[src/rmd_pkg.sv]
// constants, register map and state types for the radio modem datapath
// assumes a 100 MHz pclk and an apb master on the register side
//
// Overview of operation
// - retime user async characters into synchronous stream
// - line rates 4800, 9600, 19200 set bit timing
// - seven-bit scrambler on transmit, descrambler on receive
// - nrzi encode transmit bits, decode receive bits
// - recovered stream becomes async characters to user
// - transmit-active steers shared filter to transmit path
// - filter cutoff follows selected rate, updates on change
// - reload synthesizer serially on every direction change
// - route data to radio, serial port, or both
// - three channel inputs choose the active channel
// - test switch sends tone at quarter rate
// - half-channel units never offer 19200 rate
// - entering adjustment on half-channel units forces 9600 rate
// - half-channel at 4800 selects reduced deviation
package rmd_pkg;
  ////////////////////////////////////////////////////////////////////////
  // clock and line rates
  localparam int CLK_HZ     = 100_000_000;
  localparam int RATE_4800  = 4800;
  localparam int RATE_9600  = 9600;
  localparam int RATE_19200 = 19200;
  localparam logic [1:0] RC_4800  = 2'h0;  // rate code values
  localparam logic [1:0] RC_9600  = 2'h1;
  localparam logic [1:0] RC_19200 = 2'h2;
  localparam int BIT_CNT_W  = 15;          // holds the slowest bit period
  ////////////////////////////////////////////////////////////////////////
  // register byte addresses
  localparam logic [7:0] ADDR_CTRL   = 8'h00;
  localparam logic [7:0] ADDR_POLY   = 8'h04;
  localparam logic [7:0] ADDR_SYN_RX = 8'h08;
  localparam logic [7:0] ADDR_SYN_TX = 8'h0c;
  localparam logic [7:0] ADDR_STATUS = 8'h10;
  // control field positions
  localparam int CTRL_RATE_LSB = 0;        // 2 bits
  localparam int CTRL_TXACT    = 2;
  localparam int CTRL_ROUTE_LSB = 3;       // bit3 radio, bit4 serial
  localparam int CTRL_ADJUST   = 5;
  // reset values
  localparam logic [1:0] RST_RATE  = RC_9600;
  localparam logic [1:0] RST_ROUTE = 2'h3;
  localparam logic [6:0] RST_POLY  = 7'h48;  // taps at stages 7 and 4
  ////////////////////////////////////////////////////////////////////////
  // synthesizer serial loader
  localparam int SYN_W       = 24;
  localparam int SYN_HALF_NS = 40;         // half period of loader clock
  localparam int SYN_HALF_CYC = (SYN_HALF_NS * (CLK_HZ / 1_000_000)
                                 + 999) / 1000;
  typedef enum logic [1:0] {
    SYN_IDLE  = 2'b00,
    SYN_SHIFT = 2'b01,
    SYN_LATCH = 2'b11
  } rmd_syn_st_t;
endpackage

[src/rmd_synth_if.sv]
// hand-off between the control logic and the synthesizer loader
// assumes both ends on pclk
`timescale 1ns/1ps
`default_nettype none
interface rmd_synth_if;
  logic        start;  // one-cycle load request
  logic [23:0] word;   // frequency word, msb first
  logic        busy;   // loader active
  modport ctl (output start, output word, input busy);
  modport ldr (input start, input word, output busy);
endinterface
`default_nettype wire

[src/rmd_codec.sv]
// scrambler plus nrzi line coder, or the matching decoder
// assumes tick is a one-cycle pulse per line bit
`timescale 1ns/1ps
`default_nettype none
module rmd_codec #(
  parameter bit DECODE = 1'b0          // 0 encode, 1 decode
) (
  input  wire logic       pclk,
  input  wire logic       presetn,
  input  wire logic       tick,
  input  wire logic       din,
  input  wire logic [6:0] poly,
  output logic            dout
);
  logic [6:0] sr_q;                     // scrambler history
  logic       lvl_q;                    // nrzi line level / last line bit
  logic       nrz_in;                   // decoded nrzi bit
  logic       scr;                      // scrambled or descrambled bit
  assign nrz_in = din ^ lvl_q;
  assign scr    = (DECODE ? nrz_in : din) ^ (^(poly & sr_q));
  ////////////////////////////////////////////////////////////////////////
  // history advances with the scrambled bit, so the descrambler self-syncs
  always_ff @(posedge pclk or negedge presetn)
    if (!presetn)
    begin
      sr_q  <= 7'h00;
      lvl_q <= 1'b0;
      dout  <= 1'b0;
    end
    else if (tick)
    begin
      sr_q  <= {sr_q[5:0], DECODE ? nrz_in : scr};
      lvl_q <= DECODE ? din : (lvl_q ^ scr);
      dout  <= DECODE ? scr : (lvl_q ^ scr);
    end
endmodule
`default_nettype wire

[src/rmd_synth_loader.sv]
// serial loader for the radio synthesizer: clock, data, latch enable
// assumes the interface start pulse only while busy is low
`timescale 1ns/1ps
`default_nettype none
module rmd_synth_loader
  import rmd_pkg::*;
(
  input  wire logic pclk,
  input  wire logic presetn,
  rmd_synth_if.ldr  sif,
  output logic      syn_clk,
  output logic      syn_data,
  output logic      syn_le
);
  rmd_syn_st_t st_q;                    // loader state
  logic [23:0] sh_q;                    // word being shifted
  logic [4:0]  idx_q;                   // bits left minus one
  logic [3:0]  div_q;                   // half period counter
  logic        half;                    // half period elapsed
  assign half     = (div_q == 4'(SYN_HALF_CYC - 1));
  assign sif.busy = (st_q != SYN_IDLE);
  ////////////////////////////////////////////////////////////////////////
  // data changes on falling clock, synth samples on rising
  always_ff @(posedge pclk or negedge presetn)
    if (!presetn)
    begin
      st_q <= SYN_IDLE; sh_q <= '0; idx_q <= '0; div_q <= '0;
      syn_clk <= 1'b0; syn_data <= 1'b0; syn_le <= 1'b0;
    end
    else
    begin
      div_q <= (st_q == SYN_IDLE || half) ? 4'h0 : div_q + 4'h1;
      case (st_q)
        SYN_IDLE:
          if (sif.start)
          begin
            sh_q <= sif.word; idx_q <= 5'(SYN_W - 1);
            syn_data <= sif.word[SYN_W-1]; st_q <= SYN_SHIFT;
          end
        SYN_SHIFT:
          if (half)
          begin
            syn_clk <= ~syn_clk;
            if (syn_clk && idx_q == 5'h00)
            begin
              st_q <= SYN_LATCH; syn_le <= 1'b1;
            end
            else if (syn_clk)
            begin
              idx_q <= idx_q - 5'h01; sh_q <= {sh_q[22:0], 1'b0};
              syn_data <= sh_q[22];
            end
          end
        SYN_LATCH:
          if (half)
          begin
            syn_le <= 1'b0; st_q <= SYN_IDLE;
          end
        default: st_q <= SYN_IDLE;
      endcase
    end
endmodule
`default_nettype wire

[src/rmd_modem_top.sv]
// radio modem datapath top: apb registers, async/sync conversion,
// line coding, filter and path control, synthesizer reload
// assumes all pin inputs synchronous to pclk; line bits sampled on the
// local bit tick (clock recovery lives in the analog slicer stage)
//
// The placing of the registers and the APB register port were left to the implementer.
`timescale 1ns/1ps
`default_nettype none
module rmd_modem_top
  import rmd_pkg::*;
#(
  parameter int BIT_CYC_4800  = CLK_HZ / RATE_4800,   // bit periods
  parameter int BIT_CYC_9600  = CLK_HZ / RATE_9600,
  parameter int BIT_CYC_19200 = CLK_HZ / RATE_19200
) (
  input  wire logic        pclk,
  input  wire logic        presetn,
  input  wire logic [7:0]  paddr,
  input  wire logic        psel,
  input  wire logic        penable,
  input  wire logic        pwrite,
  input  wire logic [31:0] pwdata,
  output logic      [31:0] prdata,
  output logic             pready,
  output logic             pslverr,
  input  wire logic        user_txd,
  output logic             user_rxd,
  input  wire logic        radio_baseband_in,
  output logic             radio_baseband_out,
  output logic             filter_to_tx,
  output logic      [1:0]  filter_cutoff,
  output logic             dev_reduced,
  output logic      [2:0]  radio_channel,
  input  wire logic [2:0]  chan_sel,
  input  wire logic        test_sw,
  input  wire logic        half_channel,
  output logic             syn_clk,
  output logic             syn_data,
  output logic             syn_le
);
  //////////////////////////////////////////////////////////////////////////
  // declarations
  logic [1:0]  rate_q;                  // selected rate code
  logic        tx_act_q;                // transmit active
  logic        tx_act_prev_q;           // for direction change detect
  logic [1:0]  route_q;                 // bit0 radio, bit1 serial port
  logic        adjust_q;                // adjustment procedure active
  logic [6:0]  poly_q;                  // scrambler taps
  logic [23:0] syn_rx_q;                // receive frequency word
  logic [23:0] syn_tx_q;                // transmit frequency word
  logic        syn_pend_q;              // reload waiting for loader
  logic        test_q;                  // test switch sampled
  logic [BIT_CNT_W-1:0] bit_cnt_q;      // bit period counter
  logic        tick;                    // one pulse per line bit
  logic        tick_d_q;                // tick delayed for decoder output
  logic [1:0]  tone_q;                  // quarter-rate tone divider
  // user -> modem character capture
  logic        ur_busy_q;               // character in progress
  logic [BIT_CNT_W-1:0] ur_cnt_q;       // sample point counter
  logic [3:0]  ur_idx_q;                // bit index in character
  logic [7:0]  ur_sh_q;                 // data bits
  logic [7:0]  hold_q;                  // captured character
  logic        hold_v_q;                // captured character waiting
  // synchronous transmit serializer
  logic [9:0]  tx_sh_q;                 // framed character
  logic [3:0]  tx_n_q;                  // bits left
  logic        tx_bit;                  // current synchronous bit
  logic        enc_out;                 // coded line bit
  // receive side
  logic        rx_in;                   // gated radio input
  logic        dec_out;                 // descrambled bit
  logic [3:0]  rf_n_q;                  // deframer bits left
  logic [7:0]  rf_sh_q;                 // deframer data
  logic [7:0]  rxc_q;                   // received character
  logic        rxc_v_q;                 // received character waiting
  logic [9:0]  ut_sh_q;                 // user port frame
  logic [3:0]  ut_n_q;                  // user port bits left
  logic        ut_bit;                  // user port bit
  // apb decode
  logic        setup;                   // setup phase
  logic        wr_en;                   // write takes effect
  logic        hit_ctrl;
  logic        hit_poly;
  logic        hit_srx;
  logic        hit_stx;
  logic        hit_stat;
  logic        mapped;
  logic [31:0] rd_mux;
  logic [1:0]  wr_rate;
  logic        rate_ok;                 // write of a legal rate
  logic        adj_enter;               // adjust bit rising by write
  logic [BIT_CNT_W-1:0] bit_per;        // current bit period
  rmd_synth_if sif ();
  //////////////////////////////////////////////////////////////////////////
  // apb address decode and read mux
  assign setup    = psel & ~penable;
  assign wr_en    = psel & penable & pwrite & pready;
  assign hit_ctrl = (paddr == ADDR_CTRL);
  assign hit_poly = (paddr == ADDR_POLY);
  assign hit_srx  = (paddr == ADDR_SYN_RX);
  assign hit_stx  = (paddr == ADDR_SYN_TX);
  assign hit_stat = (paddr == ADDR_STATUS);
  assign mapped   = hit_ctrl | hit_poly | hit_srx | hit_stx | hit_stat;
  assign rd_mux   = hit_ctrl ? {26'h0, adjust_q, route_q, tx_act_q,
                                rate_q} :
                    hit_poly ? {25'h0, poly_q} :
                    hit_srx  ? {8'h0, syn_rx_q} :
                    hit_stx  ? {8'h0, syn_tx_q} :
                    hit_stat ? {23'h0, half_channel, dev_reduced, test_q,
                                radio_channel, sif.busy, rate_q} :
                               32'h0;
  //////////////////////////////////////////////////////////////////////////
  // apb answer: one access cycle, read data latched at setup
  always_ff @(posedge pclk or negedge presetn)
    if (!presetn)
    begin
      prdata  <= 32'h0;
      pready  <= 1'b0;
      pslverr <= 1'b0;
    end
    else
    begin
      pready  <= setup;
      pslverr <= setup & ~mapped;       // unmapped address errors
      prdata  <= (setup & ~pwrite) ? rd_mux : prdata;
    end
  //////////////////////////////////////////////////////////////////////////
  // rate legality and adjustment forcing
  assign wr_rate   = pwdata[CTRL_RATE_LSB +: 2];
  assign rate_ok   = (wr_rate == RC_4800) | (wr_rate == RC_9600) |
                     ((wr_rate == RC_19200) & ~half_channel);
  assign adj_enter = wr_en & hit_ctrl & pwdata[CTRL_ADJUST] & ~adjust_q;
  //////////////////////////////////////////////////////////////////////////
  // control register
  always_ff @(posedge pclk or negedge presetn)
    if (!presetn)
    begin
      rate_q   <= RST_RATE;
      tx_act_q <= 1'b0;
      route_q  <= RST_ROUTE;
      adjust_q <= 1'b0;
    end
    else if (wr_en & hit_ctrl)
    begin
      tx_act_q <= pwdata[CTRL_TXACT];
      route_q  <= pwdata[CTRL_ROUTE_LSB +: 2];
      adjust_q <= pwdata[CTRL_ADJUST];
      if (adj_enter & half_channel)
        rate_q <= RC_9600;
      else if (rate_ok)
        rate_q <= wr_rate;
    end
    else if (half_channel & (rate_q == RC_19200))
      rate_q <= RC_9600;
  //////////////////////////////////////////////////////////////////////////
  // polynomial and frequency word registers
  always_ff @(posedge pclk or negedge presetn)
    if (!presetn)
    begin
      poly_q   <= RST_POLY;
      syn_rx_q <= 24'h0;
      syn_tx_q <= 24'h0;
    end
    else
    begin
      if (wr_en & hit_poly)
        poly_q <= pwdata[6:0];
      if (wr_en & hit_srx)
        syn_rx_q <= pwdata[23:0];
      if (wr_en & hit_stx)
        syn_tx_q <= pwdata[23:0];
    end
  //////////////////////////////////////////////////////////////////////////
  // synthesizer reload on every direction change
  assign sif.start = syn_pend_q & ~sif.busy;
  assign sif.word  = tx_act_q ? syn_tx_q : syn_rx_q;
  always_ff @(posedge pclk or negedge presetn)
    if (!presetn)
    begin
      tx_act_prev_q <= 1'b0;
      syn_pend_q    <= 1'b0;
    end
    else
    begin
      tx_act_prev_q <= tx_act_q;
      if (tx_act_q != tx_act_prev_q)
        syn_pend_q <= 1'b1;
      else if (sif.start)
        syn_pend_q <= 1'b0;
    end
  rmd_synth_loader u_loader (
    .pclk     (pclk),
    .presetn  (presetn),
    .sif      (sif),
    .syn_clk  (syn_clk),
    .syn_data (syn_data),
    .syn_le   (syn_le)
  );
  //////////////////////////////////////////////////////////////////////////
  // filter, deviation and channel outputs
  always_ff @(posedge pclk or negedge presetn)
    if (!presetn)
    begin
      filter_to_tx  <= 1'b0;
      filter_cutoff <= RST_RATE;
      dev_reduced   <= 1'b0;
      radio_channel <= 3'h0;
      test_q        <= 1'b0;
    end
    else
    begin
      filter_to_tx  <= tx_act_q;
      filter_cutoff <= rate_q;
      dev_reduced   <= half_channel & (rate_q == RC_4800);
      radio_channel <= chan_sel;
      test_q        <= test_sw;
    end
  //////////////////////////////////////////////////////////////////////////
  // bit timing from the selected rate
  assign bit_per = (rate_q == RC_4800)  ? BIT_CNT_W'(BIT_CYC_4800) :
                   (rate_q == RC_19200) ? BIT_CNT_W'(BIT_CYC_19200) :
                                          BIT_CNT_W'(BIT_CYC_9600);
  assign tick    = (bit_cnt_q >= bit_per - 1'b1);
  always_ff @(posedge pclk or negedge presetn)
    if (!presetn)
    begin
      bit_cnt_q <= '0;
      tick_d_q  <= 1'b0;
      tone_q    <= 2'h0;
    end
    else
    begin
      bit_cnt_q <= tick ? '0 : bit_cnt_q + 1'b1;
      tick_d_q  <= tick;
      if (tick)
        tone_q <= tone_q + 2'h1;        // four bits per tone cycle
    end
  //////////////////////////////////////////////////////////////////////////
  // user port character capture, mid-bit sampling
  always_ff @(posedge pclk or negedge presetn)
    if (!presetn)
    begin
      ur_busy_q <= 1'b0;
      ur_cnt_q  <= '0;
      ur_idx_q  <= 4'h0;
      ur_sh_q   <= 8'h00;
      hold_q    <= 8'h00;
    end
    else if (!ur_busy_q)
    begin
      if (!user_txd)                    // start edge
      begin
        ur_busy_q <= 1'b1;
        ur_cnt_q  <= bit_per >> 1;
        ur_idx_q  <= 4'h0;
      end
    end
    else if (ur_cnt_q != '0)
      ur_cnt_q <= ur_cnt_q - 1'b1;
    else
    begin
      ur_cnt_q <= bit_per - 1'b1;
      ur_idx_q <= ur_idx_q + 4'h1;
      if (ur_idx_q == 4'h0 && user_txd)
        ur_busy_q <= 1'b0;              // false start
      else if (ur_idx_q == 4'h9)
      begin
        ur_busy_q <= 1'b0;
        if (user_txd)
          hold_q <= ur_sh_q;
      end
      else if (ur_idx_q != 4'h0)
        ur_sh_q <= {user_txd, ur_sh_q[7:1]};
    end
  //////////////////////////////////////////////////////////////////////////
  // transmit serializer: idle marks between characters
  assign tx_bit = (tx_n_q != 4'h0) ? tx_sh_q[0] : 1'b1;
  always_ff @(posedge pclk or negedge presetn)
    if (!presetn)
    begin
      tx_sh_q  <= 10'h3ff;
      tx_n_q   <= 4'h0;
      hold_v_q <= 1'b0;
    end
    else
    begin
      if (tick && tx_n_q != 4'h0)
      begin
        tx_sh_q <= {1'b1, tx_sh_q[9:1]};
        tx_n_q  <= tx_n_q - 4'h1;
      end
      else if (tick && hold_v_q)
      begin
        tx_sh_q  <= {1'b1, hold_q, 1'b0};
        tx_n_q   <= 4'ha;
        hold_v_q <= 1'b0;
      end
      if (ur_busy_q && ur_cnt_q == '0 && ur_idx_q == 4'h9 && user_txd)
        hold_v_q <= 1'b1;               // new character wins the clear
    end
  //////////////////////////////////////////////////////////////////////////
  // line coders
  rmd_codec #(.DECODE(1'b0)) u_enc (
    .pclk    (pclk),
    .presetn (presetn),
    .tick    (tick),
    .din     (tx_bit),
    .poly    (poly_q),
    .dout    (enc_out)
  );
  assign rx_in = route_q[0] & ~tx_act_q & radio_baseband_in;
  rmd_codec #(.DECODE(1'b1)) u_dec (
    .pclk    (pclk),
    .presetn (presetn),
    .tick    (tick),
    .din     (rx_in),
    .poly    (poly_q),
    .dout    (dec_out)
  );
  //////////////////////////////////////////////////////////////////////////
  // radio output: data or test tone, only while transmitting
  always_ff @(posedge pclk or negedge presetn)
    if (!presetn)
      radio_baseband_out <= 1'b0;
    else if (!tx_act_q || !route_q[0])
      radio_baseband_out <= 1'b0;
    else if (test_q)
      radio_baseband_out <= tone_q[1];
    else
      radio_baseband_out <= enc_out;
  //////////////////////////////////////////////////////////////////////////
  // receive deframer on the descrambled stream
  always_ff @(posedge pclk or negedge presetn)
    if (!presetn)
    begin
      rf_n_q  <= 4'h0;
      rf_sh_q <= 8'h00;
      rxc_q   <= 8'h00;
    end
    else if (tick_d_q)
    begin
      if (rf_n_q == 4'h0)
      begin
        if (!dec_out)
          rf_n_q <= 4'h9;               // start bit seen
      end
      else if (rf_n_q == 4'h1)
      begin
        rf_n_q <= 4'h0;
        if (dec_out)
          rxc_q <= rf_sh_q;
      end
      else
      begin
        rf_sh_q <= {dec_out, rf_sh_q[7:1]};
        rf_n_q  <= rf_n_q - 4'h1;
      end
    end
  //////////////////////////////////////////////////////////////////////////
  // user port emitter for received characters
  assign ut_bit = (ut_n_q != 4'h0) ? ut_sh_q[0] : 1'b1;
  always_ff @(posedge pclk or negedge presetn)
    if (!presetn)
    begin
      ut_sh_q  <= 10'h3ff;
      ut_n_q   <= 4'h0;
      rxc_v_q  <= 1'b0;
      user_rxd <= 1'b1;
    end
    else
    begin
      user_rxd <= route_q[1] ? ut_bit : 1'b1;
      if (tick && ut_n_q != 4'h0)
      begin
        ut_sh_q <= {1'b1, ut_sh_q[9:1]};
        ut_n_q  <= ut_n_q - 4'h1;
      end
      else if (tick && rxc_v_q)
      begin
        ut_sh_q <= {1'b1, rxc_q, 1'b0};
        ut_n_q  <= 4'ha;
        rxc_v_q <= 1'b0;
      end
      if (tick_d_q && rf_n_q == 4'h1 && dec_out)
        rxc_v_q <= 1'b1;                // new character wins the clear
    end
endmodule
`default_nettype wire

[config.mk]
export PLATFORM = sky130hd
export DESIGN_NAME = rmd_modem_top
export DESIGN_NICKNAME = d
export VERILOG_FILES = /design/src/rmd_pkg.sv /design/src/rmd_synth_if.sv /design/src/rmd_codec.sv /design/src/rmd_synth_loader.sv /design/src/rmd_modem_top.sv
export SDC_FILE = /design/constraint.sdc
export NUM_CORES = 1
export LEC_CHECK = 0
export BUFFER_PORTS_ARGS = -buffer_cell sky130_fd_sc_hd__buf_2
export CORE_MARGIN = 5
export CORE_UTILIZATION = 30
export DETAILED_ROUTE_END_ITERATION = 8
export HOLD_SLACK_MARGIN = 0.08
export PLACE_DENSITY = 0.54
export SYNTH_ARGS = -nofsm -noshare
export SYNTH_HDL_FRONTEND = slang
export SYNTH_SLANG_ARGS = --single-unit
[constraint.sdc]
create_clock -name pclk -period 4.3 [get_ports pclk]
set_input_delay 0.43 -clock pclk [delete_from_list [all_inputs] [get_ports pclk]]
set_output_delay 0.43 -clock pclk [all_outputs]
set_load 0.01 [all_outputs]
==> impl_metrics.tcl <==
set metrics [dict create \
    status "complete, no violations" \
    fin_nets 1247 \
    antenna_found_initial 0 \
    drive_gt1_share_pct 25.7 \
    path_class "reg2reg" \
    share_comb_of_total_power_pct 6.2 \
    io-pin-count 98 \
    synth_top_family_by_area "compound AO/OA/AOI/OAI gates" \
    gr-total-overflow 0 \
    die_area_um2 43900 \
    cp-start-kind "flop" \
    syn_to_final_growth_pct 17.7 \
    setup_viol 0 \
    async_flop_share_pct 100 \
    drv_slew 0 \
    layout_commonest_cell "dfrtp_1" \
    dpl.hpwl_um 18000 \
    clock-sinks 254 \
    die_y_um 210 \
    switching_share_pct 23.2 \
    nFillCells 3935 \
    synth_cells 1087 \
    critPathCaptureType "flop" \
    track_usage_pct 12.2 \
    tns_ps 0 \
    portBuffers 81 \
    clock_path_buffers 3 \
    post_cts_buffers 0 \
    syn_area_um2 12000 \
    firstDrtPassIters 6 \
    route.vias.total 8363 \
    postCtsHoldBufs 5 \
    power.density_nw_per_um2 404 \
    synth_edf_count 0 \
    layout_common_cells "229 x dfrtp_1, 107 x nand2_1, 106 x mux2_2, 82 x nor2_1, 80 x buf_2" \
    synthAdderAreaFrac_pct 3.14 \
    path_buf_inv 2 \
    synth_top_flop_cell "dfrtp_1" \
    hold_path_class "in2reg" \
    worst-endpoint-arrival_ps 3570 \
    yosys.area_share.simple_pct 10.8 \
    detail_route.wl_per_cell_um 15.9 \
    worst_pin_slew_ps 1090 \
    synth_seq_cells 254 \
    post_cts_resized 0 \
    hold_viol 0 \
    fin_crit_sh_pct 73.0 \
    drc 0 \
    yosysSeqAreaShare_pct 53.4 \
    wirelength_um 27200 \
    p_clk_share_pct 48.6 \
    cts_inserted_buffers 30 \
    die_x_um 210 \
    drt_iter0_drc 501 \
    syn_area_per_cell_um2 11.0 \
    relSlewSlack_pct 27.1 \
    synth_cell_type_count 73 \
    place.gp.congestion 0.795 \
    row_count 73 \
    period_needed_ps 3140 \
    critical-path-max-stage-delay_ps 590 \
    synth-warning-count 0 \
    p_switching_mw 1.32 \
    intPower_mw 4.37 \
    cap_violations 0 \
    h-tree-depth 1 \
    rsz0062_at_grt "false" \
    finClkSkew_ps 12.0 \
    vdd_drop_max_mv 0.346 \
    clk_pin_slew_worst_paths_ps 60 \
    slowest_stage "o21ai_4" \
    required_ps 4730 \
    fmax_mhz 318 \
    clock_latency_ps 560 \
    grt_first_pass_wirelength_um 45100 \
    p_total_mw 5.69 \
    grt_max_degree 130 \
    clockRootBuffer "clkbuf_16" \
    cts_tree "yes" \
    critical-path-top-delay-family "compound AO/OA/AOI/OAI gates" \
    synth_compound_area_share_pct 13.9 \
    muxShareOfSynthArea_pct 12.2 \
    path_cells "or2_2 -> inv_1 -> ha_1 -> nand2_1 -> o21ai_0 -> a41oi_1 -> o21ai_4 -> buf_4 -> mux2_2" \
    start_util_pct 30.2 \
    coreArea_um2 39500 \
    post_drt_via_cell_ratio 4.88 \
    leakagePower_nw 6.49 \
    crit_fanout 22 \
    grt_pass1_vias 8424 \
    power_frac_seq_pct 45.2 \
    final_antenna_net_count 0 \
    synthXorXnorAreaFrac_pct 2.90 \
]
==> metal layers <==
| layer | GRT usage (%) | up-vias | wire length, um |
|---|---|---|---|
| met1 | 16.7 | 4144 | 12500 |
| met5 | 0 | - | 0 |
| li1 | - | 4035 | - |
| met2 | 20.2 | 139 | 13000 |
| met4 | 3.44 | 0 | 646 |
| met3 | 1.94 | 45 | 1040 |
==> synth_stat cells, drive strengths merged (7+ instances only) <==
cell type | number | area (um2)
nand3 | 20 | 100
a221oi | 7 | 61.3
a21o | 8 | 60.1
a21oi | 63 | 315
nor3 | 12 | 76.3
a22oi | 17 | 128
nor2b | 8 | 50.1
nand2 | 111 | 432
xor2 | 12 | 105
mux2 | 106 | 1190
o22ai | 17 | 106
a31oi | 7 | 43.8
xnor2 | 25 | 219
mux2i | 26 | 260
inv | 31 | 116
nor2 | 83 | 314
clkbuf | 42 | 158
buf | 24 | 160
a2bb2oi | 14 | 123
o21ai | 76 | 380
a221o | 10 | 100
dfstp | 25 | 657
ha | 30 | 375
dfrtp | 229 | 5730
==> final timing paths <==
kind                                      to  startpoint  slack [ps]  depth (start not counted)
max reg2reg                    u_enc.sr_q[5]   rate_q[1]        1160                          9
min in group asynchronous  u_loader.idx_q[3]     presetn         450                          2
max in group asynchronous         rf_sh_q[6]     presetn        2720                          3
min reg2reg                        tone_q[0]   tone_q[0]         470                          1
max                            u_enc.sr_q[5]   rate_q[1]        1160                          9
min                             syn_tx_q[13]  pwdata[13]         120                          2
==> worst register-to-register path, stage by stage, from the launching register on <==
cell,delay (ps)
dfrtp_1,510
or2_2,440
inv_1,230
ha_1,180
nand2_1,60
o21ai_0,160
a41oi_1,190
o21ai_4,590
buf_4,320
mux2_2,350
==> logic make-up after synthesis <==
kind of cell	after synthesis
compound gates	259
xor+xnor	38
fa+ha+maj	30
buf+inv	97
flops	254
mux	132
other cells	2
simple gates	275
==> flip-flops by register name, indices dropped and copies added (netlist names), 7 cells and up <==
register       cells
u_dec.sr_q         7
bit_cnt_q         15
ur_cnt_q          15
tx_sh_q            9
u_loader.sh_q     23
prdata            24
rxc_q              8
ut_sh_q            9
syn_tx_q          24
rf_sh_q            8
poly_q             7
hold_q             8
ur_sh_q            8
u_enc.sr_q         7
syn_rx_q          24
==> final cells by class <==
type | count | area, um2 | share of cell area [%]
multi-input cells | 743 | 5190 | 36.8
clock inverters | 14 | 213 | 1.51
repair buffers | 105 | 621 | 4.41
well taps | 525 | 657 | 4.67
diodes | 1 | 2.50 | 0.0178
clock buffers | 42 | 896 | 6.36
inverters | 31 | 116 | 0.827
flip-flops and latches | 254 | 6390 | 45.4
==> per-stage QoR <==
stage | cells | hold slack [ps] | setup slack [ps] | instance area, um2 | utilization (%)
after floorplan | 1094 | 134 | 1450 | 12000 | -
after global placement | 1653 | 457 | 1080 | 12900 | 32.7
after detailed placement | 1653 | 457 | 1090 | 12900 | 32.7
after CTS | 1714 | 85.0 | 1090 | 14100 | 35.6
after global routing | 1714 | 97.3 | 879 | 14100 | 35.6
final | 1715 | 118 | 1160 | 14100 | 35.6
==> power groups by stage <==
stage	Clock [mW]	Combinational (mW)	Sequential (mW)
2_1_floorplan	0	0.218	2.59
3_3_place_gp	0	0.357	2.61
3_5_place_dp	0	0.360	2.61
4_1_cts	2.85	0.363	2.57
5_1_grt	2.96	0.408	2.58
6_report	2.77	0.355	2.57
Note: power is estimated with default switching activity, not from simulation.
